`src/include/iface_cfg_pkg.sv`:
```
// Constants and types for the interface configuration register block
package iface_cfg_pkg;
  // Serial command opcodes
  localparam logic [7:0] read_iface_config_cmd = 8'h15;
  localparam logic [7:0] read_wrap_latency_cmd = 8'h33;
  localparam logic [7:0] read_any_reg_cmd = 8'h65;
  localparam logic [7:0] volatile_write_enable_cmd = 8'h50;
  localparam logic [7:0] write_regs_cmd = 8'h01;
  localparam logic [7:0] write_any_reg_cmd = 8'h71;
  localparam logic [7:0] enter_long_addr_cmd = 8'hB7;
  localparam logic [7:0] exit_long_addr_cmd = 8'hE9;
  localparam logic [7:0] enter_wide_protocol_cmd = 8'h38;
  localparam logic [7:0] exit_wide_protocol_cmd = 8'hF5;
  localparam logic [7:0] set_burst_len_cmd = 8'h77;
  // Field positions of the interface configuration register
  localparam int unsigned PIN_RESET_BIT = 7;
  localparam int unsigned DRIVE_HI_BIT = 6;
  localparam int unsigned DRIVE_LO_BIT = 5;
  localparam int unsigned RESERVED_BIT = 4;
  localparam int unsigned WIDE_BIT = 3;
  localparam int unsigned PROT_BIT = 2;
  localparam int unsigned PWRUP_ADDR_BIT = 1;
  localparam int unsigned CUR_ADDR_BIT = 0;
  // Bits that a register write may change (reserved and read-only excluded)
  localparam logic [7:0] IFACE_WRITE_MASK = 8'hED;
  // Wrap enable position in the wrap/latency register, zero means wrapping
  localparam int unsigned WRAP_DISABLE_BIT = 4;
  // Register addresses for the generic read/write commands
  localparam logic [31:0] ADDR_IFACE_VOL = 32'h0000_0010;
  localparam logic [31:0] ADDR_WRAP_VOL = 32'h0000_0020;
  // Data byte positions after the opcode of the multi-register write
  localparam logic [2:0] WRR_IFACE_BYTE = 3'h2;
  localparam logic [2:0] WRR_WRAP_BYTE = 3'h3;
  // Address byte counts
  localparam logic [2:0] ADDR_BYTES_SHORT = 3'h3;
  localparam logic [2:0] ADDR_BYTES_LONG = 3'h4;
  // Bits in a byte and bits taken per edge
  localparam logic [3:0] BYTE_BITS = 4'h8;
  localparam logic [3:0] STEP_SINGLE = 4'h1;
  localparam logic [3:0] STEP_WIDE = 4'h4;
  // Output enable patterns: data on line 1, or on all four lines
  localparam logic [3:0] OE_SINGLE = 4'h2;
  localparam logic [3:0] OE_WIDE = 4'hF;

  // Frame phases
  typedef enum logic [2:0] {PH_CMD, PH_ADDR, PH_WRITE, PH_READ, PH_SKIP} phase_t;
endpackage

```
`src/core/serial_flash_iface_config_reg.sv`:
```
// Interface configuration register with its serial command front end
// What this block does
// - Bit 7 arms pin reset on IO3 when idle
// - Bits 6:5 drive live output strength
// - Bit 3 makes every transfer four wide
// - Wide protocol forces quad active, keeps quad bit
// - Commands 38h/F5h set and clear bit 3
// - No quad: single/dual reads, IO2 protects
// - Quad only: quad reads, IO2 carries data
// - Wide protocol: quad reads, IO2 carries data
// - Bit 2 picks range or per-block protection
// - Bit 1 read-only, shows power-up address length
// - Bit 0 sets current address length
// - Commands B7h/E9h set and clear bit 0
// - Non-volatile length update also updates bit 0
// - Read via 15h/65h, write via 50h+01h/71h
// - Bit 4 reserved, reads zero
// - Burst wrap only for main array reads
// - Resets copy non-volatile wrap/latency setting
// - Wrap register: read 33h, write, 77h
// - Resets load volatile bits from non-volatile
module serial_flash_iface_config_reg
(
  input wire logic CLK,
  input wire logic RST,
  input wire logic CS_N,
  input wire logic SCK,
  input wire logic [3:0] IO_IN,
  output logic [3:0] IO_OUT,
  output logic [3:0] IO_OE,
  input wire logic [7:0] NV_IFACE_CFG,
  input wire logic [7:0] NV_WRAP_LAT,
  input wire logic NV_ADDR_UPDATE,
  input wire logic SOFT_RESET,
  input wire logic QUAD_ENABLE,
  input wire logic ARRAY_READ,
  output logic [1:0] DRIVE_STRENGTH,
  output logic ALL_WIDE_PROTOCOL,
  output logic QUAD_ACTIVE,
  output logic SINGLE_LINE_MODE,
  output logic FOUR_LINE_DATA_MODE,
  output logic IO2_WRITE_PROTECT,
  output logic PROT_BLOCK_LOCK,
  output logic ADDR_4BYTE,
  output logic PIN_RESET_ARMED,
  output logic BURST_WRAP,
  output logic [7:0] WRAP_LATENCY
);
  import iface_cfg_pkg::*;

  ////////////////////////////////////////////////////////////////////////////
  // All state in one record
  typedef struct packed {
    logic cs_s1; // First sync stage, feeds only cs_s2
    logic cs_s2;
    logic cs_prev;
    logic sck_s1;
    logic sck_s2;
    logic sck_prev;
    logic [3:0] io_s1;
    logic [3:0] io_s2;
    phase_t phase;
    logic [7:0] cmd; // Opcode of the current frame
    logic [7:0] sh; // Input shifter
    logic [3:0] bits; // Bits of the current byte
    logic [2:0] nbytes; // Bytes after the opcode or address
    logic [31:0] addr;
    logic wel; // Volatile write enable latch
    logic [7:0] ifc; // interface_config_volatile
    logic [7:0] wrap; // wrap_latency_volatile
    logic [7:0] out_val;
    logic [7:0] out_sh;
    logic [3:0] out_bits;
    logic [3:0] io_out;
    logic [3:0] io_oe;
    logic quad_active;
    logic single_mode;
    logic four_mode;
    logic wp_pin;
    logic pin_armed;
    logic burst_wrap;
  } state_t;

  state_t st; // Current state
  state_t next_st; // Next state
  logic rise; // Qualified serial clock rising edge
  logic fall; // Qualified serial clock falling edge
  logic frame_end; // Chip select just went high
  logic pin_rst; // IO3 hardware reset seen
  logic reload; // Any reset that reloads the defaults
  logic byte_done; // A whole byte arrived this cycle
  logic [7:0] byte_in; // That byte
  logic wide; // Four bits per edge

  ////////////////////////////////////////////////////////////////////////////
  // Value a generic register read returns for an address
  function automatic logic [7:0] reg_by_addr(input logic [31:0] a, input state_t s);
    if (a == ADDR_IFACE_VOL) begin
      return s.ifc;
    end else if (a == ADDR_WRAP_VOL) begin
      return s.wrap;
    end
    return 8'h00;
  endfunction
  // Merge a written byte into the interface register, protected bits kept
  function automatic logic [7:0] merge_ifc(input logic [7:0] old, input logic [7:0] d);
    return (old & ~IFACE_WRITE_MASK) | (d & IFACE_WRITE_MASK);
  endfunction

  ////////////////////////////////////////////////////////////////////////////
  // Next-state logic
  always_comb begin
    next_st = st;
    // Two-stage sync of every pin; edges look at stage two only
    next_st.cs_s1 = CS_N;
    next_st.cs_s2 = st.cs_s1;
    next_st.cs_prev = st.cs_s2;
    next_st.sck_s1 = SCK;
    next_st.sck_s2 = st.sck_s1;
    next_st.sck_prev = st.sck_s2;
    next_st.io_s1 = IO_IN;
    next_st.io_s2 = st.io_s1;
    wide = st.ifc[WIDE_BIT];
    rise = st.sck_s2 & ~st.sck_prev & ~st.cs_s2;
    fall = ~st.sck_s2 & st.sck_prev & ~st.cs_s2;
    frame_end = st.cs_s2 & ~st.cs_prev;
    // IO3 low acts as reset only outside four-wide data use
    pin_rst = st.ifc[PIN_RESET_BIT] & ~st.io_s2[3]
      & (st.cs_s2 | ~st.quad_active | ~wide);
    reload = RST | SOFT_RESET | pin_rst;
    byte_done = 1'b0;
    byte_in = wide ? {st.sh[3:0], st.io_s2} : {st.sh[6:0], st.io_s2[0]};
    // Mode decode, one cycle behind the register
    next_st.quad_active = wide | QUAD_ENABLE;
    next_st.single_mode = ~wide & ~QUAD_ENABLE;
    next_st.four_mode = ~wide & QUAD_ENABLE;
    next_st.wp_pin = ~wide & ~QUAD_ENABLE;
    next_st.pin_armed = st.ifc[PIN_RESET_BIT];
    // Wrap never applies to register or security region reads
    next_st.burst_wrap = ~st.wrap[WRAP_DISABLE_BIT] & ARRAY_READ;
    if (reload) begin
      // Defaults from the non-volatile copies
      next_st.ifc = {NV_IFACE_CFG[7:5], 1'b0, NV_IFACE_CFG[3:2],
        NV_IFACE_CFG[1], NV_IFACE_CFG[1]};
      next_st.wrap = NV_WRAP_LAT;
      next_st.phase = PH_CMD;
      next_st.bits = 4'h0;
      next_st.nbytes = 3'h0;
      next_st.wel = 1'b0;
      next_st.io_oe = 4'h0;
      next_st.io_out = 4'h0;
      next_st.out_bits = 4'h0;
    end else begin
      // Non-volatile length update drags the current length along
      if (NV_ADDR_UPDATE) begin
        next_st.ifc[PWRUP_ADDR_BIT] = NV_IFACE_CFG[PWRUP_ADDR_BIT];
        next_st.ifc[CUR_ADDR_BIT] = NV_IFACE_CFG[PWRUP_ADDR_BIT];
      end
      if (frame_end) begin
        // Frame over: release pins; a 01h/71h frame consumes the write enable
        next_st.phase = PH_CMD;
        next_st.bits = 4'h0;
        next_st.nbytes = 3'h0;
        next_st.io_oe = 4'h0;
        if (st.cmd == write_regs_cmd || st.cmd == write_any_reg_cmd) begin
          next_st.wel = 1'b0;
        end
      end else if (rise && st.phase != PH_READ && st.phase != PH_SKIP) begin
        // Collect input bits, one or four per edge
        next_st.sh = byte_in;
        next_st.bits = st.bits + (wide ? STEP_WIDE : STEP_SINGLE);
        if (next_st.bits == BYTE_BITS) begin
          byte_done = 1'b1;
          next_st.bits = 4'h0;
        end
      end else if (fall && st.phase == PH_READ) begin
        // Shift out the next bits; the register repeats while clocked
        next_st.out_bits = st.out_bits + (wide ? STEP_WIDE : STEP_SINGLE);
        next_st.out_sh = wide ? {st.out_sh[3:0], 4'h0} : {st.out_sh[6:0], 1'b0};
        if (next_st.out_bits == BYTE_BITS) begin
          next_st.out_bits = 4'h0;
          next_st.out_sh = st.out_val;
        end
        next_st.io_out = wide ? next_st.out_sh[7:4] : {2'b00, next_st.out_sh[7], 1'b0};
      end
      if (byte_done) begin
        case (st.phase)
          // Opcode byte
          PH_CMD: begin
            next_st.cmd = byte_in;
            next_st.phase = PH_SKIP;
            next_st.addr = 32'h0;
            case (byte_in)
              read_iface_config_cmd: begin
                next_st.out_val = st.ifc;
                next_st.phase = PH_READ;
              end
              read_wrap_latency_cmd: begin
                next_st.out_val = st.wrap;
                next_st.phase = PH_READ;
              end
              read_any_reg_cmd, write_any_reg_cmd: begin
                next_st.phase = PH_ADDR;
              end
              write_regs_cmd, set_burst_len_cmd: begin
                next_st.phase = PH_WRITE;
              end
              volatile_write_enable_cmd: begin
                next_st.wel = 1'b1;
              end
              enter_long_addr_cmd: begin
                next_st.ifc[CUR_ADDR_BIT] = 1'b1;
              end
              exit_long_addr_cmd: begin
                next_st.ifc[CUR_ADDR_BIT] = 1'b0;
              end
              enter_wide_protocol_cmd: begin
                next_st.ifc[WIDE_BIT] = 1'b1;
              end
              exit_wide_protocol_cmd: begin
                next_st.ifc[WIDE_BIT] = 1'b0;
              end
              default: begin
                next_st.phase = PH_SKIP;
              end
            endcase
            if (next_st.phase == PH_READ) begin
              // Bit 7 shown early; the count makes the opcode's last fall reload it
              next_st.out_sh = next_st.out_val;
              next_st.out_bits = BYTE_BITS - (wide ? STEP_WIDE : STEP_SINGLE);
              next_st.io_oe = wide ? OE_WIDE : OE_SINGLE;
              next_st.io_out = wide ? next_st.out_val[7:4]
                : {2'b00, next_st.out_val[7], 1'b0};
            end
          end
          // Address bytes, length set by the current length bit
          PH_ADDR: begin
            next_st.addr = {st.addr[23:0], byte_in};
            next_st.nbytes = st.nbytes + 3'h1;
            if (next_st.nbytes == (st.ifc[CUR_ADDR_BIT] ? ADDR_BYTES_LONG
                : ADDR_BYTES_SHORT)) begin
              next_st.nbytes = 3'h0;
              if (st.cmd == read_any_reg_cmd) begin
                next_st.out_val = reg_by_addr(next_st.addr, st);
                next_st.out_sh = next_st.out_val;
                next_st.out_bits = BYTE_BITS - (wide ? STEP_WIDE : STEP_SINGLE);
                next_st.io_oe = wide ? OE_WIDE : OE_SINGLE;
                next_st.io_out = wide ? next_st.out_val[7:4]
                  : {2'b00, next_st.out_val[7], 1'b0};
                next_st.phase = PH_READ;
              end else begin
                next_st.phase = PH_WRITE;
              end
            end
          end
          // Data bytes of the write commands
          PH_WRITE: begin
            next_st.nbytes = st.nbytes + 3'h1;
            if (st.cmd == set_burst_len_cmd) begin
              next_st.wrap = byte_in;
              next_st.phase = PH_SKIP;
            end else if (st.cmd == write_regs_cmd) begin
              if (st.wel && st.nbytes == WRR_IFACE_BYTE) begin
                next_st.ifc = merge_ifc(st.ifc, byte_in);
              end
              if (st.wel && st.nbytes == WRR_WRAP_BYTE) begin
                next_st.wrap = byte_in;
              end
            end else begin
              if (st.wel && st.addr == ADDR_IFACE_VOL) begin
                next_st.ifc = merge_ifc(st.ifc, byte_in);
              end
              if (st.wel && st.addr == ADDR_WRAP_VOL) begin
                next_st.wrap = byte_in;
              end
              next_st.phase = PH_SKIP;
            end
          end
          default: begin
            next_st.phase = PH_SKIP;
          end
        endcase
      end
    end
  end

  ////////////////////////////////////////////////////////////////////////////
  // State register; synchronous reset handled in the next-state logic
  always_ff @(posedge CLK) begin
    st <= next_st;
  end

  // Outputs straight from the state flops
  assign IO_OUT = st.io_out;
  assign IO_OE = st.io_oe;
  assign DRIVE_STRENGTH = st.ifc[DRIVE_HI_BIT:DRIVE_LO_BIT];
  assign ALL_WIDE_PROTOCOL = st.ifc[WIDE_BIT];
  assign QUAD_ACTIVE = st.quad_active;
  assign SINGLE_LINE_MODE = st.single_mode;
  assign FOUR_LINE_DATA_MODE = st.four_mode;
  assign IO2_WRITE_PROTECT = st.wp_pin;
  assign PROT_BLOCK_LOCK = st.ifc[PROT_BIT];
  assign ADDR_4BYTE = st.ifc[CUR_ADDR_BIT];
  assign PIN_RESET_ARMED = st.pin_armed;
  assign BURST_WRAP = st.burst_wrap;
  assign WRAP_LATENCY = st.wrap;
endmodule

```
`config.mk`:
```
export PLATFORM = sky130hd
export DESIGN_NAME = serial_flash_iface_config_reg
export DESIGN_NICKNAME = d
export VERILOG_FILES = /design/src/include/iface_cfg_pkg.sv /design/src/core/serial_flash_iface_config_reg.sv
export SDC_FILE = /design/constraint.sdc
export NUM_CORES = 1
export LEC_CHECK = 0
export ABC_AREA = 0
export BUFFER_PORTS_ARGS = -buffer_cell sky130_fd_sc_hd__buf_2
export CORE_MARGIN = 8
export CORE_UTILIZATION = 55
export DETAILED_ROUTE_END_ITERATION = 8
export HOLD_SLACK_MARGIN = 0.06
export PLACE_DENSITY = 0.75
export SETUP_SLACK_MARGIN = 0.15
export SLEW_MARGIN = 5
export SYNTH_ARGS = -nofsm -noshare
export SYNTH_HDL_FRONTEND = slang
export SYNTH_SLANG_ARGS = --single-unit
```
`constraint.sdc`:
```
create_clock -name CLK -period 6.66 [get_ports CLK]
set_clock_uncertainty 0.1 [all_clocks]
set_input_delay 1.332 -clock CLK [delete_from_list [all_inputs] [get_ports CLK]]
set_output_delay 1.332 -clock CLK [all_outputs]
set_load 0.02 [all_outputs]
```
==> out/results.txt, run 1 <==
Max IR drop VDD = 0.170 mV
H-tree lvl count = 4
first-pass GRT wire length = 25700 um
Slew HR = 6.53%
largest stage delay on the critical path = 1.11 ns
GP Congestion = 0.947
Max Cap Viol = 0
syn nets = 638
HPWL after DPL = 11500 um
# setup viols final = 0
final hold viol count = 0
Post-synth ARST share = 0%
vias in the first global route = 4854
DIE HEIGHT = 122 um
Post-Route WL = 16300 um
EDFF count, synth = 76
synth top area cells = edfxtp_1 37%, dfxtp_1 14%, nand2_1 3.6%
Worst EP required = 6.68 ns
post-synth top area share = 36.9%
flop2flop setup slack = 1.91 ns
Clock Latency Late Sink = 0.52 ns
hold_buf cts = 0
wire per inst = 20.8 um
# clock sinks = 119
Static Leak = 2.66 nW
Setup crit end kind = register
top_reg_cell synth = edfxtp_1
Final ANT Viol Nets = 0
standard-cell rows = 38
Net count, final = 670
CTS tree = yes
DRC viols = 0
max-slew violations = 0
post-route clock period utilization = 71.4%
io pins = 55
worst hold path type = reg2reg
CTS Root Cell = clkbuf_8
Tmin final = 4.75 ns
post-synthesis sequential area ratio = 50.8%
post-CTS setup buffers = 0
count of yosys warnings during synthesis = 0
Worst-path clk slew = 0.06 ns
Area Growth Syn to Fin = 11.6%
buffer depth of the longest clock path = 2
CTS buffer count = 17
CP Max Fanout = 17
most frequent cells in the layout = 76 x edfxtp_1, 59 x nand2_1, 57 x nor2_1, 52 x buf_2, 43 x dfxtp_1
CP max-delay cell = nor3_1
most common cell after layout, fill and taps aside = edfxtp_1
via/cell ratio = 6.40
Synth Instances = 601
# diodes = 0
overflow left after global routing = 0
DRT Pass-1 Iters = 6
core area = 10900 um^2
Max Freq = 210 MHz
Critical Path AT = 4.78 ns
I/O Buffers = 52
cell accounting for the most synthesized area = edfxtp_1
initial DRC count = 608
worst-path cell chain = inv_1 > ha_1 > ha_1 > xor2_1 > nor3_1 > and3_2 > nand2_1 > nor3_1
gr usage total = 22.2%
Die Footprint = 14900 um^2
critical path class = reg2reg
Avg Inst Size Synth = 10.3 um^2
Die X = 122 um
CP startpoint kind = register
CTS resizes = 0
mapped cell area = 6190 um^2
pwr/cell area = 254 nW/um^2
antenna violations before repair = 0
Synth cell types = 79
vias = 5033
number of synthesized register bits = 119
status = completed
RSZ-0062 raised after global routing = no
Power Total = 0.00175 W
Place WS = 2.03 ns
Worst Slack Setup Final = 1.91 ns
layout cells sized above 1 = 18.9%
Worst Tran Pin Value = 1.39 ns
Starting Density = 56.8%
Sum Neg Setup Slack = 0 ns
largest net degree at the start of global routing = 39
==> worst max-delay path: cells and delay by family (launching register included) <==
kind	cells	cell delay (ns)
xor gates and xnor gates	1	0.17
adders and majority gates	2	0.59
DFF	1	0.90
and+or+nand+nor	4	2.11
buffers and inverters	1	0.49
==> through the flow <==
stage               util (%)  instance area, um^2  hold WS, ns  cells
finish                  63.4                 6900        0.228    786
global route            63.4                 6900        0.239    786
CTS                     63.4                 6900        0.233    786
detailed placement      58.5                 6370        0.220    754
global placement        58.5                 6370        0.217    754
floorplan                  -                 6190        0.210    601
==> where the power goes <==
| part | internal (W) | switching (W) | total (W) |
|---|---|---|---|
| combinational | 0.0000381 | 0.0000711 | 0.000109 |
| sequential | 0.000801 | 0.0000206 | 0.000821 |
| clock | 0.000495 | 0.000327 | 0.000822 |
| total | 0.00133 | 0.000419 | 0.00175 |
==> area by class of cell <==
class	instances	area [um^2]
repair buffers	60	320
inverters	14	52.6
fillers	902	3990
clock inverters	11	105
flip-flops and latches	119	3140
multi-input cells	421	2680
clock buffers	21	429
well taps	140	175
==> flip-flops by register name, indices dropped and copies added, names as in the netlist, 2 cells and up <==
name            flops
next_st             9
DRIVE_STRENGTH      2
WRAP_LATENCY        8
IO_OUT              4
IO_OE               4
st                 84
==> worst paths after layout <==
check	start	endpoint	depth (start not counted)
hold reg to reg	next_st[121]	next_st[120]	0
setup reg to reg	ALL_WIDE_PROTOCOL	st[98]	8
setup / recovery	ALL_WIDE_PROTOCOL	st[98]	8
hold / removal	next_st[121]	next_st[120]	0
==> per-layer routing <==
layer / up-vias / GRT usage (%) / wire length [um]
li1: 2303 / - / -
met1: 2440 / 27.8 / 6660
met2: 247 / 36.1 / 8040
met3: 43 / 4.49 / 1130
met4: 0 / 10.4 / 488
met5: - / 0 / 0
==> cells in the mapped netlist (all sizes together), types with 3 or more instances <==
library cell  number
edfxtp            76
nand2             63
nor2              61
dfxtp             43
and3              32
buf               31
o21ai             31
a21oi             27
nor3              27
mux2i             22
clkbuf            16
inv               14
nor4              13
o22ai             11
ha                 9
nand3              8
o31ai              8
a211oi             7
a22oi              6
a31oi              6
nor2b              6
nand2b             5
nand4              5
or2                5
or3                5
a21o               4
a22o               4
and2               4
nand4b             4
o211ai             4
nor3b              3
o21bai             3
o2bb2ai            3
or4                3
xor2               3
==> cell families (layout without fill, tap and decap cells) <==
| family | after synthesis | after routing | synth area share [%] |
|---|---|---|---|
| multiplexers | 25 | 25 | 4.61 |
| buffers and inverters | 61 | 106 | 5.95 |
| AND/OR/NAND/NOR | 251 | 251 | 21.5 |
| adder cells (fa/ha/maj) | 9 | 9 | 1.82 |
| flip-flops | 119 | 119 | 50.8 |
| XOR/XNOR | 4 | 4 | 0.566 |
| AO/OA/AOI/OAI | 132 | 132 | 14.7 |
Power figures use the tool's default switching activity.
==> run 2: changes to the inputs <==
ABC_AREA = 1   (was 0)
PLACE_DENSITY = 0.77   (was 0.75)
clock period = 4 ns   (was 6.66 ns; I/O delays follow)
==> out/results.txt, run 2 <==
status = completed
hold_buf cts = 0 (unchanged)
standard-cell rows = 40 (+5.3%)
Post-Route WL = 16100 um (-1.5%)
Critical Path AT = 3.34 ns (-1.44 ns)
Worst EP required = 3.95 ns (-2.73 ns)
Finished Layout Cells = 1043 (+33%)
Synth cell types = 43 (-46%)
CTS tree = yes
final hold viol count = 0 (unchanged)
Die X = 126 um (+3.6%)
vias = 5607 (+11%)
HPWL after DPL = 11700 um (+1.8%)
Setup crit end kind = register
via/cell ratio = 5.38 (-16%)
cell accounting for the most synthesized area = edfxtp_1
Avg Inst Size Synth = 7.93 um^2 (-23%)
most frequent cells in the layout = 213 x nand2_1, 126 x nor2_1, 90 x inv_1, 76 x edfxtp_1, 61 x nand3_1
I/O Buffers = 52 (unchanged)
CTS resizes = 0 (unchanged)
largest register by flop count = st
layout cells sized above 1 = 17.0% (-1.9 points)
post-route clock period utilization = 84.6% (+13 points)
# setup viols final = 0 (unchanged)
top-count cell post-synth = nand2_1
Final ANT Viol Nets = 0 (unchanged)
placed cell count = 1011 (+34%)
Max Freq = 296 MHz (+41%)
Area Growth Syn to Fin = 11.0%
Net count, final = 920 (+37%)
max-slew violations = 0 (unchanged)
Sw Share = 24.3% (+0.37 points)
Die Footprint = 16000 um^2 (+7.3%)
Worst Slack Setup Final = 0.616 ns (-1.29 ns)
Finished Cell Area = 7440 um^2 (+7.8%)
CP startpoint kind = register
H-tree lvl count = 4 (unchanged)
Static Leak = 3.29 nW (+24%)
post-synthesis sequential area ratio = 46.9% (-3.9 points)
post-CTS setup buffers = 0 (unchanged)
count of yosys warnings during synthesis = 0 (unchanged)
Slew HR = 39.9% (+33 points)
mapped cell area = 6710 um^2 (+8.4%)
placed cell areas = 6910 um^2 (+8.6%)
synth top area cells = edfxtp_1 34%, dfxtp_1 13%, nand2_1 12%
Place WS = 0.662 ns (-1.37 ns)
CTS buffer count = 17 (unchanged)
Sum Neg Setup Slack = 0 ns (unchanged)
Synth Instances = 846 (+41%)
initial DRC count = 656 (+7.9%)
Seq pwr share = 46.0% (-0.9 points)
Post-synth ARST share = 0% (unchanged)
io pins = 55 (unchanged)
overflow left after global routing = 0 (unchanged)
Clock Latency Late Sink = 0.43 ns (-0.09 ns)
worst hold path type = reg2reg
Worst Tran Pin Value = 0.894 ns (-0.497 ns)
filler cell count = 1054 (+17%)
top_reg_cell synth = edfxtp_1
Logic pwr share = 7.4% (+1.2 points)
first-pass GRT wire length = 26100 um (+1.4%)
antenna violations before repair = 0 (unchanged)
GP Congestion = 0.978 (+3.2%)
largest net degree at the start of global routing = 38 (-2.6%)
# diodes = 0 (unchanged)
post-synth top area share = 34.0% (-2.9 points)
DRC viols = 0 (unchanged)
Min-Delay Path Depth = 0 (unchanged)
number of flip-flops in the largest register = 84 (unchanged)
pwr/cell area = 397 nW/um^2 (+57%)
Max Cap Viol = 0 (unchanged)
core area = 12000 um^2 (+9.9%)
Post-synth top cells = 213 x nand2_1, 127 x nor2_1, 90 x inv_1
syn nets = 883 (+38%)
RSZ-0062 raised after global routing = no
number of synthesized register bits = 119 (unchanged)
buffer depth of the longest clock path = 2 (unchanged)
# clock sinks = 119 (unchanged)
Internal = 0.00224 W (+68%)
gr usage total = 20.8% (-1.4 points)
DIE HEIGHT = 126 um (+3.6%)
DRT Pass-1 Iters = 5 (-1)
wire per inst = 15.4 um (-26%)
Max IR drop VDD = 0.339 mV (+100%)
CTS Root Cell = clkbuf_16
vias in the first global route = 5244 (+8.0%)
critical path class = reg2reg
Tmin final = 3.38 ns (-1.37 ns)
Clock Power Share = 46.6% (-0.3 points)
EDFF count, synth = 76 (unchanged)
most common cell after layout, fill and taps aside = nand2_1
sw power = 0.000718 W (+71%)
Worst-path clk slew = 0.05 ns (about the same)
worst reg2reg path depth = 10 (+2)
CP Max Fanout = 17 (unchanged)
Starting Density = 56.1% (-0.75 points)
[run 2: changes by cell type after synthesis, moves of 18 or more]
cell and delta:
nor2_1 +69, nand3_1 +54, nor3_1 -18, and3_1 -31, o21ai_0 +23, nand2_1 +154, inv_1 +78
[run 2: cell families after synthesis]
| family | share of synthesized area, % |
|---|---|
| flops | 46.9 |
| buf+inv | 10.1 |
| xor+xnor | 0.392 |
| simple gates | 32.6 |
| fa+ha+maj | 1.68 |
| mux | 0.299 |
| compound gates | 8.06 |
[run 2: path summary, 6_finish.rpt]
| check | startpoint | end | slack [ns] |
|---|---|---|---|
| worst max register to register | ALL_WIDE_PROTOCOL | st[27] | 0.62 |
| worst min register to register | next_st[109] | st[109] | 0.22 |
| worst min-delay path | next_st[109] | st[109] | 0.22 |
| worst max-delay path | ALL_WIDE_PROTOCOL | st[27] | 0.62 |
[run 2: final cells by class]
type                            count  area, um^2  area share (%)
Multi-Input combinational cell    587        2890            38.8
Clock buffer                       24         483            6.49
Inverter                           97         372            4.99
Sequential cell                   119        3140            42.2
Timing Repair Buffer               61         328            4.40
Tap cell                          147         184            2.47
Clock inverter                      8        45.0           0.605
[run 2: metrics by stage]
| stage | utilization (%) | power, W | hold WS [ns] |
|---|---|---|---|
| finish | 62.2 | 0.00296 | 0.224 |
| global placement | 57.8 | 0.00160 | 0.211 |
| global route | 62.2 | 0.00305 | 0.228 |
| detailed placement | 57.8 | 0.00160 | 0.214 |
| floorplan | - | 0.00155 | 0.210 |
| CTS | 62.2 | 0.00298 | 0.226 |
[run 2: routing by layer]
layer	up-vias	wire length [um]	track usage, %
li1	2806	-	-
met1	2569	6850	25.8
met2	205	7700	33.9
met3	27	1230	5.40
met4	0	298	8.00
met5	-	0	0
[run 2: critical path, stage by stage, from the launching register on]
cell and delay, ns:
edfxtp_1 0.81, inv_6 0.02, ha_1 0.23, ha_1 0.29
nor2_1 0.11, nand2_1 0.08, nor2_1 0.12, nand2_2 0.18
nor2_4 0.32, inv_2 0.15, nor2_1 0.58
[run 2: power groups by stage]
stage	Sequential, W	Combinational [W]	Clock, W
after global routing	0.00136	0.000241	0.00145
after CTS	0.00136	0.000219	0.00140
after global placement	0.00138	0.000215	0
after floorplan	0.00138	0.000166	0
after detailed placement	0.00139	0.000217	0
final	0.00136	0.000219	0.00138
==> run 3: changes to the inputs <==
ABC_AREA = 0   (was 1)
CORE_UTILIZATION = 54   (was 55)
PLACE_DENSITY = 0.76   (was 0.77)
clock period = 3.1 ns   (was 4 ns; I/O delays follow)
==> out/results.txt, run 3 (synthesis results as in run 1) <==
Die Footprint = 15100 um^2 (-5.3%)
Setup crit end kind = register
Critical Path AT = 2.98 ns (-0.36 ns)
Static Leak = 2.87 nW (-13%)
initial DRC count = 548 (-16%)
Worst Tran Pin Value = 0.741 ns (-0.153 ns)
fin util = 65.8% (+3.6 points)
most used cell, CP = ha_4
Post-Route WL = 17200 um (+7.0%)
Die X = 123 um (-2.7%)
Worst EP required = 3.16 ns (-0.79 ns)
Max Freq = 342 MHz (+16%)
DRC viols = 0 (unchanged)
GP Congestion = 0.911 (-6.8%)
Max Cap Viol = 0 (unchanged)
Clock Latency Late Sink = 0.42 ns (about the same)
H-tree lvl count = 4 (unchanged)
Slew HR = 50.2% (+10 points)
largest stage delay on the critical path = 0.47 ns (-0.34 ns)
HPWL after DPL = 12100 um (+3.8%)
pwr/cell area = 523 nW/um^2 (+32%)
status = completed
Sum Neg Setup Slack = 0 ns (unchanged)
Final ANT Viol Nets = 0 (unchanged)
vias = 5260 (-6.2%)
largest register by flop count = st
Internal = 0.00301 W (+34%)
via/cell ratio = 6.41 (+19%)
largest net degree at the start of global routing = 37 (-2.6%)
final hold viol count = 0 (unchanged)
CP startpoint kind = register
post-route clock period utilization = 94.4% (+9.8 points)
Buf+Inv Stages, Crit Path = 0 (-2)
Worst-path clk slew = 0.05 ns (about the same)
critical path class = reg2reg
most common cell after layout, fill and taps aside = edfxtp_1
most frequent cells in the layout = 76 x edfxtp_1, 58 x nand2_1, 55 x nor2_1, 52 x buf_2, 41 x dfxtp_1
max-slew violations = 0 (unchanged)
standard-cell rows = 39 (-2.5%)
first-pass GRT wire length = 26300 um (+0.77%)
Area Growth Syn to Fin = 20.5%
Net count, final = 701 (-24%)
CP max-delay cell = or4b_4
GR Util met2 = 37.6% (+3.7 points)
Max IR drop VDD = 0.451 mV (+33%)
vias in the first global route = 5025 (-4.2%)
gr usage total = 23.0% (+2.3 points)
io pins = 55 (unchanged)
worst hold path type = in2reg
CP top delay family = simple AND/OR/NAND/NOR gates
antenna violations before repair = 0 (unchanged)
DIE HEIGHT = 123 um (-2.7%)
Logic pwr share = 7.4% (about the same)
DRT Pass-1 Iters = 6 (+1)
layout cells sized above 1 = 27.0% (+10 points)
CTS tree = yes
# diodes = 0 (unchanged)
register area = 3150 um^2 (+0.16%)
CTS buffer count = 17 (unchanged)
I/O Buffers = 52 (unchanged)
CP Max Fanout = 4 (-13)
sw power = 0.000891 W (+24%)
grt met3 use = 6.35% (+0.94 points)
CTS Root Cell = clkbuf_16
Clock Power Share = 47.6% (+1.0 points)
# clock sinks = 119 (unchanged)
Seq pwr share = 45.1% (-0.9 points)
footprint of the multi-input gates = 2910 um^2 (+0.78%)
filler cell count = 859 (-19%)
wire per inst = 21.0 um (+36%)
Tmin final = 2.93 ns (-0.458 ns)
buffer depth of the longest clock path = 2 (unchanged)
# setup viols final = 0 (unchanged)
RSZ-0062 raised after global routing = yes
number of flip-flops in the largest register = 84 (unchanged)
overflow left after global routing = 0 (unchanged)
layer with the highest usage = met2
grt met1 use = 27.1% (+1.2 points)
Starting Density = 54.6% (-1.4 points)
hold_buf cts = 0 (unchanged)
worst-path cell chain = ha_4 > ha_4 > or4b_4 > a2111o_1 > nand2_2 > nand3_2 > a31oi_4 > nor3_1 > or3_1
Sw Share = 22.8% (-1.4 points)
core area = 11300 um^2 (-5.4%)
==> run 3: final cells by class <==
class                      instances  area share, %
sequential                       119           42.2
multi-input combinational        422           39.1
timing repair buffer              90           7.99
clock buffer                      23           6.56
tap                              143           2.40
clock inverter                     9          0.974
inverter                          14          0.772
==> run 3: timing repair <==
item | in CTS | in global routing
pin swaps | 2 | 5
resized for setup | 6 | 15
setup endpoints to repair | 17 | 32
buffers inserted | 2 | 7
cloned | 0 | 1
==> run 3: power by group through the flow <==
stage | combinational [W] | clock (W) | sequential (W)
2_1_floorplan | 0.000183 | 0 | 0.00179
6_report | 0.000287 | 0.00186 | 0.00176
3_5_place_dp | 0.000275 | 0 | 0.00179
4_1_cts | 0.000277 | 0.00187 | 0.00176
3_3_place_gp | 0.000270 | 0 | 0.00179
5_1_grt | 0.000306 | 0.00195 | 0.00176
==> run 3: path summary, 6_finish.rpt <==
kind | slack [ns] | from | cells after the start | to
worst max register to register | 0.17 | st[83] | 9 | st[21]
worst max-delay path | 0.17 | st[83] | 9 | st[21]
worst min register to register | 0.23 | next_st[110] | 0 | st[110]
worst min-delay path | 0.20 | IO_IN[0] | 1 | next_st[109]
==> run 3: metrics by stage <==
step	setup slack, ns	total power, W	instances	cell area (um^2)	hold slack, ns
3_3_place_gp	0.151	0.00206	778	6700	0.210
3_5_place_dp	0.0377	0.00206	778	6700	0.218
4_1_cts	0.158	0.00390	812	7300	0.190
5_1_grt	0.0989	0.00401	820	7450	0.183
2_1_floorplan	0.0760	0.00197	601	6350	0.210
6_report	0.174	0.00390	820	7450	0.202
==> run 3: routing by layer <==
metal	share of wire, %	wire, um	vias to the layer above
met4	4.3	733	0
li1	-	-	2361
met1	39	6630	2523
met5	0	0	-
met3	8.8	1510	70
met2	48	8340	306
